[src/mlsw_pkg.sv]
// Package for the micromirror lane swap and power mode block.
// Assumes a single 100 MHz core clock and no software-visible registers.
package mlsw_pkg;

    localparam int LANE_COUNT = 8;
    localparam int LANE_WIDTH = 8;
    localparam int FIFO_DEPTH = 4;
    localparam int CLK_PERIOD_NS = 10;

    // Boot time taken by the firmware load, in microseconds and in cycles.
    localparam int BOOT_TIME_US = 100;
    localparam int BOOT_CYCLES = (BOOT_TIME_US * 1000) / CLK_PERIOD_NS;

    // Flash command and address width for firmware fetches.
    localparam logic [7:0] FLASH_READ_CMD = 8'h03;
    localparam int FLASH_ADDR_WIDTH = 24;
    localparam logic [23:0] IMAGE_BASE_ADDR = 24'h000000;
    localparam logic [23:0] IMAGE_WORDS = 24'h000010;

    // Control command codes received from the control link.
    localparam logic [7:0] CMD_SWAP_OPT1 = 8'h01;
    localparam logic [7:0] CMD_SWAP_OPT2 = 8'h02;
    localparam logic [7:0] CMD_FETCH = 8'h10;

    // Reset values.
    localparam logic SWAP_RESET = 1'b0;

    typedef enum logic [3:0] {
        MLSW_OFF   = 4'b0001,
        MLSW_BOOT  = 4'b0010,
        MLSW_ON    = 4'b0100,
        MLSW_FETCH = 4'b1000
    } mlsw_mode_type;

endpackage : mlsw_pkg

[src/mlsw_top.sv]
// Lane swap multiplexer and on/off mode control for the micromirror array link.
// Assumes request pins are asynchronous and the data source is on mclk.
// Notes on behaviour
// - An internal selection chooses between two lane swap configurations.
// - Option one drives array lanes 0..7 from lanes D,C,B,A,H,G,F,E.
// - Option two drives array lanes 0..7 from lanes E,F,G,H,A,B,C,D.
// - Positive and negative legs of a lane always move together.
// - Projector-on request high powers the block into ON mode.
// - Projector-on request low puts the block in OFF with outputs quiet.
// - Firmware loads from SPI flash at startup and is fetched during operation.
// - Swap selection changes only through control-link commands; on/off mode follows the projector-on request pin.
`timescale 1ns/1ps
`default_nettype none
module mlsw_top #(
    parameter int LANES = mlsw_pkg::LANE_COUNT,
    parameter int LW = mlsw_pkg::LANE_WIDTH,
    parameter int BOOT_CYCLES = mlsw_pkg::BOOT_CYCLES
) (
    input  wire logic              mclk,
    input  wire logic              rst_n,
    input  wire logic              projector_on_request,
    input  wire logic [7:0]        ctrl_cmd,
    input  wire logic              ctrl_cmd_valid,
    input  wire logic [LANES*LW-1:0] src_data,
    input  wire logic              src_valid,
    output var  logic              src_ready,
    input  wire logic              src_last,
    output var  logic [LANES*LW-1:0] hs_write_data_lane_p,
    output var  logic [LANES*LW-1:0] hs_write_data_lane_n,
    output var  logic              hs_valid,
    output var  logic              hs_last,
    output var  logic              flash_cs_n,
    output var  logic              flash_sclk,
    output var  logic              flash_mosi,
    input  wire logic              flash_miso,
    output var  logic              boot_busy,
    output var  logic              swap_option2,
    output var  logic              mode_on
);
    localparam int CW = $clog2(BOOT_CYCLES + 1);
    localparam int DW = LANES * LW;

    logic          req_meta_reg;
    logic          req_sync_reg;
    logic          miso_meta_reg;
    logic          miso_sync_reg;
    mlsw_pkg::mlsw_mode_type mode_reg;
    logic [CW-1:0] boot_cnt_reg;
    logic          swap_pend_reg;
    logic          swap_active_reg;
    logic          in_frame_reg;
    logic [5:0]    sh_cnt_reg;
    logic [31:0]   sh_out_reg;
    logic [7:0]    fw_byte_reg;
    logic [23:0]   fw_words_reg;
    logic          fetch_req_reg;
    logic [DW-1:0] fifo_data;
    logic          fifo_valid;
    logic          fifo_in_ready;
    logic          fifo_out_ready;
    logic [DW-1:0] mapped;
    logic          link_idle;
    logic          flash_done;
    logic          src_last_q;
    logic [DW:0]   fifo_out_word;
    logic          take;
    logic          on_next;

    always_ff @(posedge mclk or negedge rst_n) begin
        if (!rst_n) begin
            req_meta_reg <= 1'b0;
            req_sync_reg <= 1'b0;
        end else begin
            req_meta_reg <= projector_on_request;
            req_sync_reg <= req_meta_reg;
        end
    end

    always_ff @(posedge mclk or negedge rst_n) begin
        if (!rst_n) begin
            miso_meta_reg <= 1'b0;
            miso_sync_reg <= 1'b0;
        end else begin
            miso_meta_reg <= flash_miso;
            miso_sync_reg <= miso_meta_reg;
        end
    end

    // A word taken on an edge keeps the mode in ON, so no word is stranded in the FIFO.
    assign take = src_valid && src_ready;
    assign on_next = (mode_reg == mlsw_pkg::MLSW_ON
                      && !(!take && ((!req_sync_reg && link_idle) || fetch_req_reg)))
                     || (mode_reg == mlsw_pkg::MLSW_BOOT && flash_done
                         && boot_cnt_reg == CW'(BOOT_CYCLES))
                     || (mode_reg == mlsw_pkg::MLSW_FETCH && flash_done);

    // Mode control: boot runs to completion before OFF may be taken.
    always_ff @(posedge mclk or negedge rst_n) begin
        if (!rst_n) begin
            mode_reg <= mlsw_pkg::MLSW_OFF;
            boot_cnt_reg <= '0;
        end else begin
            unique case (mode_reg)
                mlsw_pkg::MLSW_OFF: begin
                    boot_cnt_reg <= '0;
                    if (req_sync_reg) begin
                        mode_reg <= mlsw_pkg::MLSW_BOOT;
                    end
                end
                mlsw_pkg::MLSW_BOOT: begin
                    if (boot_cnt_reg != CW'(BOOT_CYCLES)) begin
                        boot_cnt_reg <= boot_cnt_reg + 1'b1;
                    end
                    if (flash_done && boot_cnt_reg == CW'(BOOT_CYCLES)) begin
                        mode_reg <= mlsw_pkg::MLSW_ON;
                    end
                end
                mlsw_pkg::MLSW_ON: begin
                    if (!take && !req_sync_reg && link_idle) begin
                        mode_reg <= mlsw_pkg::MLSW_OFF;
                    end else if (!take && fetch_req_reg) begin
                        mode_reg <= mlsw_pkg::MLSW_FETCH;
                    end
                end
                mlsw_pkg::MLSW_FETCH: begin
                    if (flash_done) begin
                        mode_reg <= mlsw_pkg::MLSW_ON;
                    end
                end
            endcase
        end
    end

    // Serial flash reader: command plus address, then image bytes.
    always_ff @(posedge mclk or negedge rst_n) begin
        if (!rst_n) begin
            flash_cs_n <= 1'b1;
            flash_sclk <= 1'b0;
            flash_mosi <= 1'b0;
            sh_cnt_reg <= '0;
            sh_out_reg <= '0;
            fw_byte_reg <= '0;
            fw_words_reg <= '0;
        end else if ((mode_reg == mlsw_pkg::MLSW_BOOT || mode_reg == mlsw_pkg::MLSW_FETCH)
                     && !flash_done) begin
            if (flash_cs_n) begin
                flash_cs_n <= 1'b0;
                flash_mosi <= mlsw_pkg::FLASH_READ_CMD[7];
                sh_out_reg <= {mlsw_pkg::FLASH_READ_CMD[6:0], mlsw_pkg::IMAGE_BASE_ADDR, 1'b0};
                sh_cnt_reg <= '0;
                fw_words_reg <= '0;
            end else if (!flash_sclk) begin
                flash_sclk <= 1'b1;
                if (sh_cnt_reg >= 6'h20) begin
                    fw_byte_reg <= {fw_byte_reg[6:0], miso_sync_reg};
                end
            end else begin
                flash_sclk <= 1'b0;
                flash_mosi <= sh_out_reg[31];
                sh_out_reg <= {sh_out_reg[30:0], 1'b0};
                if (sh_cnt_reg == 6'h27) begin
                    sh_cnt_reg <= 6'h20;
                    fw_words_reg <= fw_words_reg + 24'h000001;
                end else begin
                    sh_cnt_reg <= sh_cnt_reg + 6'h01;
                end
            end
        end else begin
            flash_cs_n <= 1'b1;
            flash_sclk <= 1'b0;
            flash_mosi <= 1'b0;
            if (mode_reg == mlsw_pkg::MLSW_OFF || mode_reg == mlsw_pkg::MLSW_ON) begin
                fw_words_reg <= '0;
            end
        end
    end

    assign flash_done = (fw_words_reg == mlsw_pkg::IMAGE_WORDS);

    // Control commands: accepted only in ON mode.
    always_ff @(posedge mclk or negedge rst_n) begin
        if (!rst_n) begin
            swap_pend_reg <= mlsw_pkg::SWAP_RESET;
            fetch_req_reg <= 1'b0;
        end else begin
            if (mode_reg == mlsw_pkg::MLSW_FETCH) begin
                fetch_req_reg <= 1'b0;
            end
            if (ctrl_cmd_valid && mode_reg == mlsw_pkg::MLSW_ON) begin
                unique case (ctrl_cmd)
                    mlsw_pkg::CMD_SWAP_OPT1: swap_pend_reg <= 1'b0;
                    mlsw_pkg::CMD_SWAP_OPT2: swap_pend_reg <= 1'b1;
                    mlsw_pkg::CMD_FETCH: fetch_req_reg <= 1'b1;
                    default: ;
                endcase
            end
        end
    end

    // Frame tracking and idle-only swap update.
    assign link_idle = !in_frame_reg && !fifo_valid;

    always_ff @(posedge mclk or negedge rst_n) begin
        if (!rst_n) begin
            in_frame_reg <= 1'b0;
            swap_active_reg <= mlsw_pkg::SWAP_RESET;
        end else begin
            if (fifo_valid && fifo_out_ready) begin
                in_frame_reg <= !src_last_q;
            end
            if (link_idle) begin
                swap_active_reg <= swap_pend_reg;
            end
        end
    end

    mlsw_fifo #(
        .WIDTH (DW + 1),
        .DEPTH (mlsw_pkg::FIFO_DEPTH)
    ) u_fifo (
        .mclk      (mclk),
        .rst_n     (rst_n),
        .in_data   ({src_last, src_data}),
        .in_valid  (take),
        .in_ready  (fifo_in_ready),
        .out_data  (fifo_out_word),
        .out_valid (fifo_valid),
        .out_ready (fifo_out_ready)
    );

    assign fifo_data = fifo_out_word[DW-1:0];
    assign src_last_q = fifo_out_word[DW];
    assign fifo_out_ready = (mode_reg == mlsw_pkg::MLSW_ON);

    // Lane map: source lanes A..H are indices 0..7.
    genvar g;
    generate
        for (g = 0; g < LANES; g++) begin : g_lane
            localparam int OPT1 = (g < LANES/2) ? (LANES/2 - 1 - g) : (LANES - 1 - (g - LANES/2));
            localparam int OPT2 = (g < LANES/2) ? (LANES/2 + g) : (g - LANES/2);
            assign mapped[g*LW +: LW] = swap_active_reg
                ? fifo_data[OPT2*LW +: LW]
                : fifo_data[OPT1*LW +: LW];
        end
    endgenerate

    always_ff @(posedge mclk or negedge rst_n) begin
        if (!rst_n) begin
            hs_write_data_lane_p <= '0;
            hs_write_data_lane_n <= '0;
            hs_valid <= 1'b0;
            hs_last <= 1'b0;
        end else if (fifo_valid && fifo_out_ready) begin
            hs_write_data_lane_p <= mapped;
            hs_write_data_lane_n <= ~mapped;
            hs_valid <= 1'b1;
            hs_last <= src_last_q;
        end else begin
            hs_write_data_lane_p <= '0;
            hs_write_data_lane_n <= '0;
            hs_valid <= 1'b0;
            hs_last <= 1'b0;
        end
    end

    always_ff @(posedge mclk or negedge rst_n) begin
        if (!rst_n) begin
            src_ready <= 1'b0;
        end else begin
            src_ready <= on_next && fifo_in_ready;
        end
    end

    always_ff @(posedge mclk or negedge rst_n) begin
        if (!rst_n) begin
            boot_busy <= 1'b0;
        end else begin
            boot_busy <= (mode_reg == mlsw_pkg::MLSW_BOOT);
        end
    end

    always_ff @(posedge mclk or negedge rst_n) begin
        if (!rst_n) begin
            swap_option2 <= 1'b0;
        end else begin
            swap_option2 <= swap_active_reg;
        end
    end

    always_ff @(posedge mclk or negedge rst_n) begin
        if (!rst_n) begin
            mode_on <= 1'b0;
        end else begin
            mode_on <= (mode_reg == mlsw_pkg::MLSW_ON || mode_reg == mlsw_pkg::MLSW_FETCH);
        end
    end
endmodule : mlsw_top
`default_nettype wire

[src/mlsw_fifo.sv]
// Small synchronous FIFO with valid and ready on both sides.
// Assumes both sides run on mclk.
`timescale 1ns/1ps
`default_nettype none
module mlsw_fifo #(
    parameter int WIDTH = 64,
    parameter int DEPTH = 4
) (
    input  wire logic             mclk,
    input  wire logic             rst_n,
    input  wire logic [WIDTH-1:0] in_data,
    input  wire logic             in_valid,
    output var  logic             in_ready,
    output var  logic [WIDTH-1:0] out_data,
    output var  logic             out_valid,
    input  wire logic             out_ready
);
    localparam int AW = $clog2(DEPTH);

    logic [WIDTH-1:0] mem_reg [DEPTH];
    logic [AW-1:0]    wr_ptr_reg;
    logic [AW-1:0]    rd_ptr_reg;
    logic [AW:0]      count_reg;
    logic             push;
    logic             pop;

    assign push = in_valid && in_ready;
    assign pop = out_valid && out_ready;
    assign in_ready = (count_reg != (AW+1)'(DEPTH));
    assign out_valid = (count_reg != '0);
    assign out_data = mem_reg[rd_ptr_reg];

    always_ff @(posedge mclk) begin
        if (push) begin
            mem_reg[wr_ptr_reg] <= in_data;
        end
    end

    always_ff @(posedge mclk or negedge rst_n) begin
        if (!rst_n) begin
            wr_ptr_reg <= '0;
            rd_ptr_reg <= '0;
            count_reg <= '0;
        end else begin
            if (push) begin
                wr_ptr_reg <= (wr_ptr_reg == AW'(DEPTH - 1)) ? '0 : wr_ptr_reg + 1'b1;
            end
            if (pop) begin
                rd_ptr_reg <= (rd_ptr_reg == AW'(DEPTH - 1)) ? '0 : rd_ptr_reg + 1'b1;
            end
            count_reg <= count_reg + (AW+1)'(push) - (AW+1)'(pop);
        end
    end
endmodule : mlsw_fifo
`default_nettype wire

[config.mk]
export PLATFORM = sky130hd
export DESIGN_NAME = mlsw_top
export DESIGN_NICKNAME = d
export VERILOG_FILES = /design/src/mlsw_pkg.sv /design/src/mlsw_top.sv /design/src/mlsw_fifo.sv
export SDC_FILE = /design/constraint.sdc
export NUM_CORES = 1
export LEC_CHECK = 0
export BUFFER_PORTS_ARGS = -buffer_cell sky130_fd_sc_hd__buf_4
export CAP_MARGIN = 10
export CORE_MARGIN = 1.5
export CORE_UTILIZATION = 52
export CTS_BUF_LIST = sky130_fd_sc_hd__clkbuf_8
export CTS_CLUSTER_SIZE = 25
export DETAILED_ROUTE_END_ITERATION = 8
export PLACE_DENSITY = 0.72
export SLEW_MARGIN = 20
export SYNTH_ARGS = -nofsm -noshare
export SYNTH_HDL_FRONTEND = slang
export SYNTH_SLANG_ARGS = --single-unit
[constraint.sdc]
create_clock -name mclk -period 3.95 [get_ports mclk]
set_clock_uncertainty 0.1 [all_clocks]
set_input_delay 0.1975 -clock mclk [delete_from_list [all_inputs] [get_ports mclk]]
set_output_delay 0.1975 -clock mclk [all_outputs]
set_load 0.05 [all_outputs]
* Yosys cells after proc, flatten, opt, wreduce, memory -nomap -nowiden
Memories as Yosys holds them, arrays and structs flattened. Cells that the tools add are included.
Storage, ports and cells: register bits after elaboration 230, latch bits 0, bits in writable memories 260, ROM bits 0, input port bits 79, output and inout port bits 137, logic and storage cells 141, memories 1
Operators by class: add/sub/neg operators 7, multipliers 0, divide/modulo/power cells 0, magnitude comparators 0, eq/ne operators 22, shifts and indexed selects 0, muxes and demuxes 45, bitwise gates (word level) 1, reduce and logical (&&, ||, !) cells 40
Memories:
- u_fifo.mem_reg | words 4, width 65, read ports 1, clocked after Yosys merged registers in 0, write ports 1, line mlsw_fifo.sv:20 | logic [WIDTH-1:0] mem_reg [DEPTH];
Operators by type and width (count):
- two-way mux 64 bit | 2
- two-way mux 24 bit | 5
- two-way mux 32 bit | 2
- two-way mux 8 bit | 8
- NOT 64 bit | 1
- one-hot mux 14 bit (2 select lines) | 1
- adder 24 x 1 -> 24 bit, second input constant | 1
- == test 24 x 5 -> 1 bit, second input constant | 1
- two-way mux 4 bit | 5
- two-way mux 6 bit | 3
- logical AND 1 bit | 17
- one-hot mux 4 bit (4 select lines) | 1
- adder 14 x 1 -> 14 bit, second input constant | 1
- == test 14 bit, second input constant | 1
- two-way mux 1 bit | 14
- two-way mux 14 bit | 1
- != test 14 bit, second input constant | 1
- != test 2 bit, second input constant | 5
- != test 3 bit, second input constant | 3
- == test 8 x 1 -> 1 bit, second input constant | 1
- == test 8 x 2 -> 1 bit, second input constant | 1
- == test 8 x 5 -> 1 bit, second input constant | 1
- nonzero test 2 bit | 4
- logical NOT 1 bit | 7
- other kinds (18) | 28

* Logic depth before layout (Yosys ltp)
Gate-level depths: netlist of run 1.
depth after elaboration 11, mapped depth 10, mapped depth without buffers 9

* Hierarchy
A second synthesis of run 1 with hierarchy kept.
Unflattened totals: cell total of the unflattened synthesis 1120, area total of the unflattened synthesis 18097.4 um^2
By module, submodules not included:
- mlsw_fifo | times used 1, cells each 383, area each 9887.0 um^2, seq. area each 7982.7 um^2
- mlsw_top | times used 1, cells each 737, area each 8210.4 um^2, seq. area each 4957.3 um^2

* Worst setup path before layout of run 1
No wires, ideal clock.
path type register -> register, start point reg src_ready, end point mem u_fifo.mem_reg[0][0] in the netlist's numbering (enable), setup time 0.430 ns, arrival time 2.711 ns, required time 3.420 ns, setup slack 0.709 ns, cell stages (with the launch flop) 4, buffers on the path 0, period minus slack after synthesis 3.241 ns, cells stage by stage dfrtp_1 nand2_1 a21oi_1 and2_1
On the way: word-level cells in the longest chain between the ends 4
RTL lines:
- start: declaration | line mlsw_top.sv:26 | output var logic src_ready,
- start signal: assignment | line mlsw_top.sv:270 | src_ready <= on_next && fifo_in_ready;
- logical AND 1 bit | line mlsw_top.sv:90 | assign take = src_valid && src_ready;
- logical AND 1 bit | line mlsw_fifo.sv:27 | assign push = in_valid && in_ready;
- two-way mux 1 bit | line mlsw_fifo.sv:34 | if (push) begin
- two-way mux 1 bit (not written as such) | line mlsw_fifo.sv:35 | mem_reg[wr_ptr_reg] <= in_data;
- end: declaration | line mlsw_fifo.sv:20
No other way between the ends.

* Final worst setup path of run 1
start point reg mode_reg[3], end point reg swap_pend_reg
On the way: word-level cells in the longest chain between the ends 3
RTL lines:
- start: declaration | line mlsw_top.sv:47 | mlsw_pkg::mlsw_mode_type mode_reg;
- start signal: assignment | line mlsw_top.sv:100 | mode_reg <= mlsw_pkg::MLSW_OFF;
- start signal: assignment | line mlsw_top.sv:107 | mode_reg <= mlsw_pkg::MLSW_BOOT;
- start signal: assignment | line mlsw_top.sv:115 | mode_reg <= mlsw_pkg::MLSW_ON;
- == test 4 x 3 -> 1 bit | line mlsw_top.sv:189 | if (ctrl_cmd_valid && mode_reg == mlsw_pkg::MLSW_ON) begin
- logical AND 1 bit | line mlsw_top.sv:189
- AND reduction 2 bit (no line)
- end signal: assignment | line mlsw_top.sv:183 | swap_pend_reg <= mlsw_pkg::SWAP_RESET;
- end: declaration | line mlsw_top.sv:49 | logic swap_pend_reg;
No other way between the ends. A chain may end at the register's enable or synchronous reset.

==> results of run 1 <==
logic make-up (layout without fill, tap and decap cells):
logic type / Yosys count / count (layout) / synth area share [%]
compound gates: 76 / 76 / 3.13
xor+xnor: 15 / 15 / 0.731
fa+ha+maj: 13 / 13 / 0.947
buf+inv: 74 / 467 / 1.66
flops: 465 / 465 / 72.0
mux: 135 / 135 / 12.1
other cells: 0 / 5 / 0
simple gates: 328 / 328 / 9.47
worst max-delay path by stage:
stage                         start              endpoint  slack, ps  cells after the start
finish                  mode_reg[3]         swap_pend_reg        940                      7
global route            mode_reg[3]         swap_pend_reg        670                      7
CTS                     mode_reg[3]         swap_pend_reg       1020                      7
detailed placement  fw_words_reg[0]           mode_reg[3]       1300                      8
global placement        mode_reg[3]       fw_words_reg[5]       1350                      6
floorplan                 src_ready  u_fifo.mem_reg[0][0]        710                      3
routing by layer:
layer	vias up	share of wire (%)	GRT usage, %
met5	-	0.035	0
met4	2	2.3	7.26
met3	74	5.7	5.80
met2	264	50	35.2
met1	5333	42	27.1
li1	4826	-	-
timing repair:
action | 4_1_cts | 5_1_grt
setup endpoints to repair | 0 | 0
hold buffers | 74 | 0
endpoints found under the hold margin | 390 | 0
layout make-up:
type / instances / area, um2
Sequential cell: 465 / 12900
Fill cell: 2323 / 11500
Multi-Input combinational cell: 567 / 4760
Timing Repair Buffer: 304 / 2520
Clock buffer: 84 / 1160
Tap cell: 448 / 561
Clock inverter: 57 / 288
Inverter: 22 / 82.6
Antenna cell: 5 / 12.5
placed cells by master (no fill, tap or decap), types with 41 or more instances in the layout:
cell,count
edfxtp_1,260
buf_4,225
dfrtp_1,200
nor2_1,101
clkbuf_8,84
dlygate4sd3_1,74
mux2i_1,67
and2_1,67
mux4_2,65
inv_1,57
nand2_1,41
Yosys cell counts, types with 3 or more instances:
cell type  count  area (um2)
a21o_1         3        22.5
ha_1          12         150
nor4_1        15        93.8
nor2_1       101         379
mux4_2        65        1460
mux2i_1       67         671
nor3_1         9        45.0
a21oi_1        8        40.0
a22oi_1        3        22.5
xnor2_1        5        43.8
buf_2         11        55.1
inv_1         21        78.8
nor2b_1        4        25.0
a31oi_1        3        18.8
xor2_1        10        87.6
clkbuf_1      34         128
o21ai_0       18        90.1
and4_1         3        26.3
edfxtp_1     260        7810
a211o_1        3        26.3
nand3_1       30         150
nand2_1       41         154
a221o_1       13         130
buf_1          6        22.5
mux2_2         3        33.8
nand4_1       12        75.1
dfrtp_1      203        5080
and2_1        71         444
and3_1        27         169
power groups by stage:
stage | registers (mW) | clock network, mW | logic (mW)
floorplan | 5.23 | 0 | 0.00147
global placement | 5.23 | 0 | 0.123
detailed placement | 5.23 | 0 | 0.130
CTS | 5.14 | 3.98 | 0.192
global route | 5.13 | 4.19 | 0.210
finish | 5.14 | 3.88 | 0.190
==> out/results.ini, run 1 <==
[power_and_ir_drop]
leakage_nw=9.15
total_power_mw=9.21
comb_power_share_pct=2.1
power.switching_mw=1.94
p_clk_share_pct=42.1
sw_frac_of_total_pct=21.1
p_int_mw=7.27
seq_power_share_pct=55.8
power_density_nw_per_um2=412
vdd_drop_max_mv=0.348

[yosys]
ys_seq_area_share_pct=72.0
synthesis.nets=1198
async_flop_share_pct=44.1
synth-seq-cells=465
synth_flop_cell=edfxtp_1
synthDistinctLibCells=59
ys_warn_count=0
syn_area_um2=18000
syn_inst=1106
synth_edf_count=260
syn_avg_cell_area_um2=16.3

[placed_design]
gp_congestion=0.831
place_ws_ps=1300
place.port_buffers=214
post-dp-hpwl_mm=21.8
placed_area_um2=20100
dp_cells=1732

[sta]
min_period_over_period_pct=76.2
hold_violations=0
layout_setup_ws_ps=938
worst_pin_slew_ps=1130
fmax_ghz=0.332
setup_violations=0
hold-worst-slack_ps=153
relSlewSlack_pct=24.9
rsz0062_at_grt=no
final.setup.tns_ps=0
drv_slew=0
fin_crit_ps=3010

[drt]
post_drt_wl_per_cell_um=18.9
drc=0
final_antenna_net_count=0
vias_per_cell=5.38
drt_pass1_iterations=5
wl_mm=36.8
drt_iter0_drc=563
route.vias.total=10499

[clocking]
cts_buffers=76
cts_resized=0
clkTransAtPathRegs_ps=60
htreeDepth=3
cts_tree=yes
cts_num_sinks=465
cts_setup_buffers=0
clk_latency_ps=620
clockRootBuffer=clkbuf_8
clockBufferDepth=3

[die]
fp.coreArea_um2=33800
die_w_um=189
num_io_pins=216
start_util_pct=53.2
die_y_um=189
rows=67
dieArea_um2=35700

[grt]
overflow=0
antenna_found_initial=7
grt_pass1_wl_mm=58.5
grt_pass1_vias=11224
grtUsageTotal_pct=21.2
grt_max_degree=128

[final_layout]
drive_above_1_share_pct=27.4
area_growth_pct=24.2
final-instance-count-excl-fill=1952
fin_nets=1528
fin_area_um2=22300
largest_reg_flops=260
final_util_pct=66.1

[setup_path]
cp_slowest_cell=nor4b_2
critPathLaunchType=register
worstPathRequired_ps=4390
cp_cell_sequence=nor4b_2, nand4b_1, nor3_1, o21ai_0, dlygate4sd3_1, nand2_1, dlygate4sd3_1
arrival_ps=3460
end_kind=register
cp_top_family=simple AND/OR/NAND/NOR gates
crit_buf_inv=2
worstRegToRegCells=7
regToRegStartpoint=mode_reg[3]
path_common_cell=dlygate4sd3_1
crit_type=register to register
r2r_slack_ps=940
critPathMaxStageDelay_ps=700
crit_fanout=6
reg2reg_to=swap_pend_reg

[hold_path]
hp-class=primary input to asynchronous set/reset pin

[run_status]
status=finished, final reports clean

[run]
cap_violations=0

No activity file was read; power rests on OpenSTA's default activity.
==> inputs of run 2 (changes only) <==
ABC_AREA = 1   (was not set)
clock period = 2.89 ns   (was 3.95 ns; I/O delays follow)
==> out/results.ini, run 2 <==
[final_layout]
layout_commonest_cell=nand2_1  ; was edfxtp_1
final-instance-count-excl-fill=2751  ; was 1952
area_growth_pct=23.1  ; was 24.2%
fin_nets=2311  ; was 1528
drive_above_1_share_pct=16.5  ; was 27.4%
largest_reg_flops=260  ; unchanged
final_cell_mix=nand2_1 (558), edfxtp_1 (260), buf_4 (232)  ; was edfxtp_1 (260), buf_4 (225), dfrtp_1 (200)

[setup_path]
cp_slowest_cell=dlygate4sd3_1  ; was nor4b_2
critPathMaxStageDelay_ps=570  ; was 700 ps
arrival_ps=3000  ; was 3460 ps
path_common_cell=dlygate4sd3_1  ; unchanged
end_kind=register  ; unchanged
crit_type=register to register  ; unchanged
cp_cell_sequence=nor2_2, nand3_2, nor2_1, nand4_1, dlygate4sd3_1, o22ai_1, dlygate4sd3_1  ; was nor4b_2, nand4b_1, nor3_1, o21ai_0, dlygate4sd3_1, nand2_1, dlygate4sd3_1
worstPathRequired_ps=3330  ; was 4390 ps
cp_top_family=buffers and inverters  ; was simple AND/OR/NAND/NOR gates
crit_buf_inv=2  ; unchanged
crit_fanout=7  ; was 6
critPathLaunchType=register  ; unchanged

[sta]
fmax_ghz=0.390  ; was 0.332 GHz
fin_crit_ps=2560  ; was 3010 ps
relSlewSlack_pct=56.9  ; was 24.9%
hold_violations=0  ; unchanged
setup_violations=0  ; unchanged
min_period_over_period_pct=88.7  ; was 76.2%
layout_setup_ws_ps=326  ; was 938 ps
rsz0062_at_grt=no  ; unchanged
drv_slew=0  ; unchanged
worst_pin_slew_ps=640  ; was 1130 ps

[die]
fp.coreArea_um2=36500  ; was 33800 um2
dieArea_um2=38200  ; was 35700 um2
die_w_um=195  ; was 189 um
rows=70  ; was 67
num_io_pins=216  ; unchanged
start_util_pct=52.7  ; was 53.2%
die_y_um=195  ; was 189 um

[drt]
drt_pass1_iterations=8  ; was 5
drt_iter0_drc=739  ; was 563
final_antenna_net_count=0  ; unchanged
route.vias.total=13911  ; was 10.5k
wl_mm=42.1  ; was 36.8 mm
vias_per_cell=5.06  ; was 5.38
post_drt_wl_per_cell_um=15.3  ; was 18.9 um
drc=0  ; unchanged

[power_and_ir_drop]
vdd_drop_max_mv=0.464  ; was 0.348 mV
leakage_nw=11.0  ; was 9.15 nW
power_density_nw_per_um2=542  ; was 412 nW/um2

[run]
cap_violations=0  ; unchanged

[hold_path]
hp-class=primary input to asynchronous set/reset pin  ; unchanged

[grt]
grt_max_degree=79  ; was 128
grt_pass1_wl_mm=67.9  ; was 58.5 mm
overflow=0  ; unchanged
grtUsageTotal_pct=22.4  ; was 21.2%
grt_pass1_vias=13750  ; was 11.2k
antenna_found_initial=5  ; was 7

[run_status]
status=finished, final reports clean  ; unchanged

[yosys]
syn_avg_cell_area_um2=10.1  ; was 16.3 um2
yosys.area.top_type_share_pct=40.6  ; was 43.4%
async_flop_share_pct=44.1  ; unchanged
synth-seq-cells=465  ; unchanged
synth_top_cell_by_area=edfxtp_1  ; unchanged
ys_warn_count=0  ; unchanged
ys_top_cells_by_area=edfxtp_1 (41%), dfrtp_1 (26%), nand2_1 (11%)  ; was edfxtp_1 (43%), dfrtp_1 (28%), mux4_2 (8.1%)
ys_seq_area_share_pct=67.2  ; was 72.0%
synth_edf_count=260  ; unchanged
syn_inst=1906  ; was 1106
syn_area_um2=19300  ; was 18000 um2
netlist_top_cells_count=nand2_1 (558), edfxtp_1 (260), nor2_1 (234)  ; was edfxtp_1 (260), dfrtp_1 (203), nor2_1 (101)
synth_flop_cell=edfxtp_1  ; unchanged
synthDistinctLibCells=37  ; was 59
post-synth-top-count-cell=nand2_1  ; was edfxtp_1
synthesis.nets=1998  ; was 1198

[clocking]
clockBufferDepth=3  ; unchanged
cts_resized=0  ; unchanged
clkTransAtPathRegs_ps=60  ; about the same
cts_buffers=76  ; unchanged
clk_latency_ps=620  ; about the same
cts_num_sinks=465  ; unchanged
htreeDepth=3  ; unchanged
clockRootBuffer=clkbuf_8  ; unchanged
cts_tree=yes  ; unchanged

[placed_design]
dp_cells=2534  ; was 1732
post-dp-hpwl_mm=26.0  ; was 21.8 mm
place.port_buffers=214  ; unchanged
gp_congestion=0.876  ; was 0.831
place_ws_ps=634  ; was 1300 ps

==> run 2: cell count changes after synthesis, sizes merged, moves of 65 or more <==
cell / delta
o21ai: +67
nor2: +138
nand3: +168
nand2: +521
mux2i: -67
and2: -72
inv: +170
mux4: -65
==> run 2: what timing repair did <==
item	in CTS	in global routing
endpoints found under the hold margin	470	0
hold buffers	75	0
setup buffers	0	0
==> run 2: worst paths after layout <==
check / cells after the start / slack [ps] / start / end
min reg2reg: 0 / 290 / req_meta_reg / req_sync_reg
max in group asynchronous: 3 / 2260 / rst_n / hs_write_data_lane_n[51]
max reg2reg: 7 / 330 / mode_reg[1] / swap_pend_reg
max: 7 / 330 / mode_reg[1] / swap_pend_reg
min: 3 / 30 / rst_n / boot_cnt_reg[9]
min in group mclk: 2 / 110 / projector_on_request / req_meta_reg
==> run 2: worst min-delay path, cell delays in order <==
cell and delay, ps:
dlygate4sd3_1 540, clkbuf_8 170, buf_16 270
==> run 2: cell families after synthesis <==
kind of cell               Yosys count  share of synthesized area (%)
adders and majority gates           13                          0.884
buffers and inverters              276                           5.82
xor gates and xnor gates            26                           1.18
DFF                                465                           67.2
and+or+nand+nor                   1021                           21.9
AOI/OAI and AO/OA                  105                           2.96
==> run 2: cell type report <==
| class | instances | area (um2) |
|---|---|---|
| Timing Repair Buffer | 319 | 2740 |
| Antenna cell | 4 | 10.0 |
| Clock inverter | 45 | 181 |
| Inverter | 192 | 728 |
| Clock buffer | 93 | 1280 |
| Fill cell | 2835 | 12800 |
| Sequential cell | 465 | 12900 |
| Tap cell | 468 | 586 |
| Multi-Input combinational cell | 1165 | 5220 |
==> run 2: power by group <==
group          switching, mW  internal (mW)
Combinational          0.234          0.179
Clock                   2.50           2.90
Sequential           0.00421           7.03
==> run 2: through the flow <==
stage                     instance area [um2]  util, %  setup TNS, ps  power (mW)  hold WS, ps
final                                   23700     64.9              0        12.8         32.5
after floorplan                         19300        -        -142660        7.26         -251
after global placement                  21500     58.7              0        7.47         61.5
after CTS                               23700     64.9              0        13.0         15.2
after global routing                    23700     64.9              0        13.3         54.0
after detailed placement                21500     58.7              0        7.48         68.7
==> run 2: routing by layer <==
layer / GRT usage, % / up-vias / wire (um) / part of all wire [%]
met5: 0 / - / 11 / 0.026
met4: 8.13 / 2 / 879 / 2.1
met3: 5.28 / 69 / 2780 / 6.6
li1: - / 6786 / - / -
met1: 28.0 / 6664 / 17800 / 42
met2: 38.2 / 390 / 20700 / 49
==> inputs of run 3 (changes only) <==
CTS_BUF_LIST = not set   (was sky130_fd_sc_hd__clkbuf_8)
==> out/results.ini, run 3 (same netlist as run 2, synthesis figures left out) <==
[run_status]
status=finished, final reports clean  ; unchanged

[setup_path]
regToRegStartpoint=mode_reg[1]  ; unchanged
cp_cell_sequence=nor2_2, nand3_2, nor2_1, nand4_1, dlygate4sd3_1, o22ai_1, dlygate4sd3_1  ; unchanged
cp_num_cells=7  ; unchanged
arrival_ps=2960  ; was 3000 ps
r2r_slack_ps=330  ; about the same
cp_top_family=buffers and inverters  ; unchanged
crit_path_end=swap_pend_reg  ; unchanged
crit_fanout=7  ; unchanged
startpoint=mode_reg[1]  ; unchanged
crit_type=register to register  ; unchanged
worstRegToRegCells=7  ; unchanged
cp_slowest_cell=dlygate4sd3_1  ; unchanged
worstPathRequired_ps=3290  ; was 3330 ps
crit_buf_inv=2  ; unchanged
critPathLaunchType=register  ; unchanged
path_common_cell=dlygate4sd3_1  ; unchanged
reg2reg_to=swap_pend_reg  ; unchanged
critPathMaxStageDelay_ps=570  ; about the same
end_kind=register  ; unchanged

[die]
fp.coreArea_um2=36500  ; unchanged
rows=70  ; unchanged
die_y_um=195  ; unchanged
num_io_pins=216  ; unchanged
start_util_pct=52.7  ; unchanged
dieArea_um2=38200  ; unchanged
die_w_um=195  ; unchanged

[final_layout]
fin_nets=2281  ; was 2311
largest_reg_flops=260  ; unchanged
multiInputGateArea_um2=5220  ; unchanged
fillCellCount=2767  ; was 2835
final_util_pct=65.0  ; was 64.9%
final_cell_mix=nand2_1 (558), edfxtp_1 (260), buf_4 (232)  ; unchanged
seq_area_um2=12900  ; unchanged
fin_area_um2=23700  ; about the same
drive_above_1_share_pct=15.5  ; was 16.5%
layout_commonest_cell=nand2_1  ; unchanged
area_growth_pct=23.3  ; was 23.1%

[grt]
overflow=0  ; unchanged
grt_pass1_wl_mm=67.6  ; was 67.9 mm
antenna_found_initial=5  ; unchanged
grtUsageTotal_pct=22.3  ; was 22.4%
grt_pass1_vias=13538  ; was 13.8k
grt_max_degree=79  ; unchanged

[sta]
relSlewSlack_pct=58.3  ; was 56.9%
hold_violations=0  ; unchanged
drv_slew=0  ; unchanged
hold-worst-slack_ps=20.0  ; was 32.5 ps
fmax_ghz=0.391  ; was 0.390 GHz
min_period_over_period_pct=88.5  ; was 88.7%
setup_violations=0  ; unchanged
worst_pin_slew_ps=619  ; was 640 ps
layout_setup_ws_ps=332  ; was 326 ps
fin_crit_ps=2560  ; about the same
rsz0062_at_grt=no  ; unchanged

[drt]
route.vias.total=13729  ; was 13.9k
drt_pass1_iterations=5  ; was 8
wl_mm=41.9  ; was 42.1 mm
drc=0  ; unchanged
vias_per_cell=5.09  ; was 5.06
post_drt_wl_per_cell_um=15.5  ; was 15.3 um
final_antenna_net_count=0  ; unchanged
drt_iter0_drc=776  ; was 739

[power_and_ir_drop]
total_power_mw=13.4  ; was 12.8 mW
power_density_nw_per_um2=563  ; was 542 nW/um2
leakage_nw=10.8  ; was 11.0 nW
vdd_drop_max_mv=0.618  ; was 0.464 mV

[run]
cap_violations=0  ; unchanged

[clocking]
clockBufferDepth=3  ; unchanged
htreeDepth=2  ; was 3
cts_num_sinks=465  ; unchanged
cts_resized=0  ; unchanged
clk_latency_ps=580  ; was 620 ps
clkTransAtPathRegs_ps=60  ; about the same
cts_tree=yes  ; unchanged
clockRootBuffer=clkbuf_16  ; was clkbuf_8
cts_buffers=47  ; was 76

[placed_design]
place_ws_ps=634  ; unchanged
gp_congestion=0.876  ; unchanged
placed_area_um2=21500  ; unchanged
post-dp-hpwl_mm=26.0  ; unchanged
place.port_buffers=214  ; unchanged

[hold_path]
hp-class=primary input to asynchronous set/reset pin  ; unchanged

-- run 3: cell types whose count changed in the layout (fill, tap and decap cells not counted) --
| cell | previous run | this run |
|---|---|---|
| clkbuf_8 | 94 | 11 |
| clkbuf_16 | 0 | 47 |
| inv_1 | 220 | 185 |
| clkbuf_1 | 0 | 16 |
| bufinv_16 | 0 | 2 |
| clkinv_8 | 0 | 2 |
| buf_16 | 1 | 0 |
| clkinv_1 | 3 | 2 |
| clkinv_2 | 6 | 5 |
| clkinv_4 | 0 | 1 |
| clkinvlp_4 | 0 | 1 |
-- run 3: worst min path at each step --
| stage | slack [ps] | endpoint | start |
|---|---|---|---|
| 2_1_floorplan | -250 | boot_busy | rst_n |
| 3_3_place_gp | 60 | boot_cnt_reg[9] | rst_n |
| 3_5_place_dp | 70 | hs_write_data_lane_p[33] | rst_n |
| 4_1_cts | 20 | boot_cnt_reg[13] | rst_n |
| 5_1_grt | 80 | boot_cnt_reg[9] | rst_n |
| 6_report | 20 | hs_write_data_lane_p[33] | rst_n |
-- run 3: cell type report --
| cell class | count | area share [%] |
|---|---|---|
| clock buffer | 73 | 5.79 |
| sequential | 465 | 54.5 |
| antenna | 4 | 0.0422 |
| inverter | 192 | 3.07 |
| timing repair buffer | 318 | 11.4 |
| clock inverter | 14 | 0.633 |
| tap | 468 | 2.47 |
| multi-input combinational | 1165 | 22.0 |
-- run 3: what timing repair did --
| item | 4_1_cts | 5_1_grt |
|---|---|---|
| buffers inserted | 0 | 0 |
| hold endpoints to repair | 468 | 0 |
| hold buffers | 74 | 0 |
-- run 3: metrics by stage --
| stage | TNS [ps] | cells |
|---|---|---|
| 2_1_floorplan | -142660 | 1906 |
| 3_3_place_gp | 0 | 2534 |
| 3_5_place_dp | 0 | 2534 |
| 4_1_cts | 0 | 2695 |
| 5_1_grt | 0 | 2698 |
| 6_report | 0 | 2699 |
-- run 3: where the power goes --
| part | internal (mW) | switching (mW) | leakage (nW) |
|---|---|---|---|
| clock network | 3.46 | 2.47 | 0.744 |
| logic | 0.175 | 0.231 | 4.96 |
| registers | 7.02 | 0.00421 | 5.12 |
| total | 10.7 | 2.71 | 10.8 |
-- run 3: routing by layer --
layer / up-vias / share of wire (%) / GRT usage (%)
met2: 350 / 49 / 37.9
met1: 6590 / 42 / 28.5
met3: 67 / 6.2 / 4.53
li1: 6720 / - / -
met4: 2 / 2.3 / 7.87
met5: - / 0.029 / 0
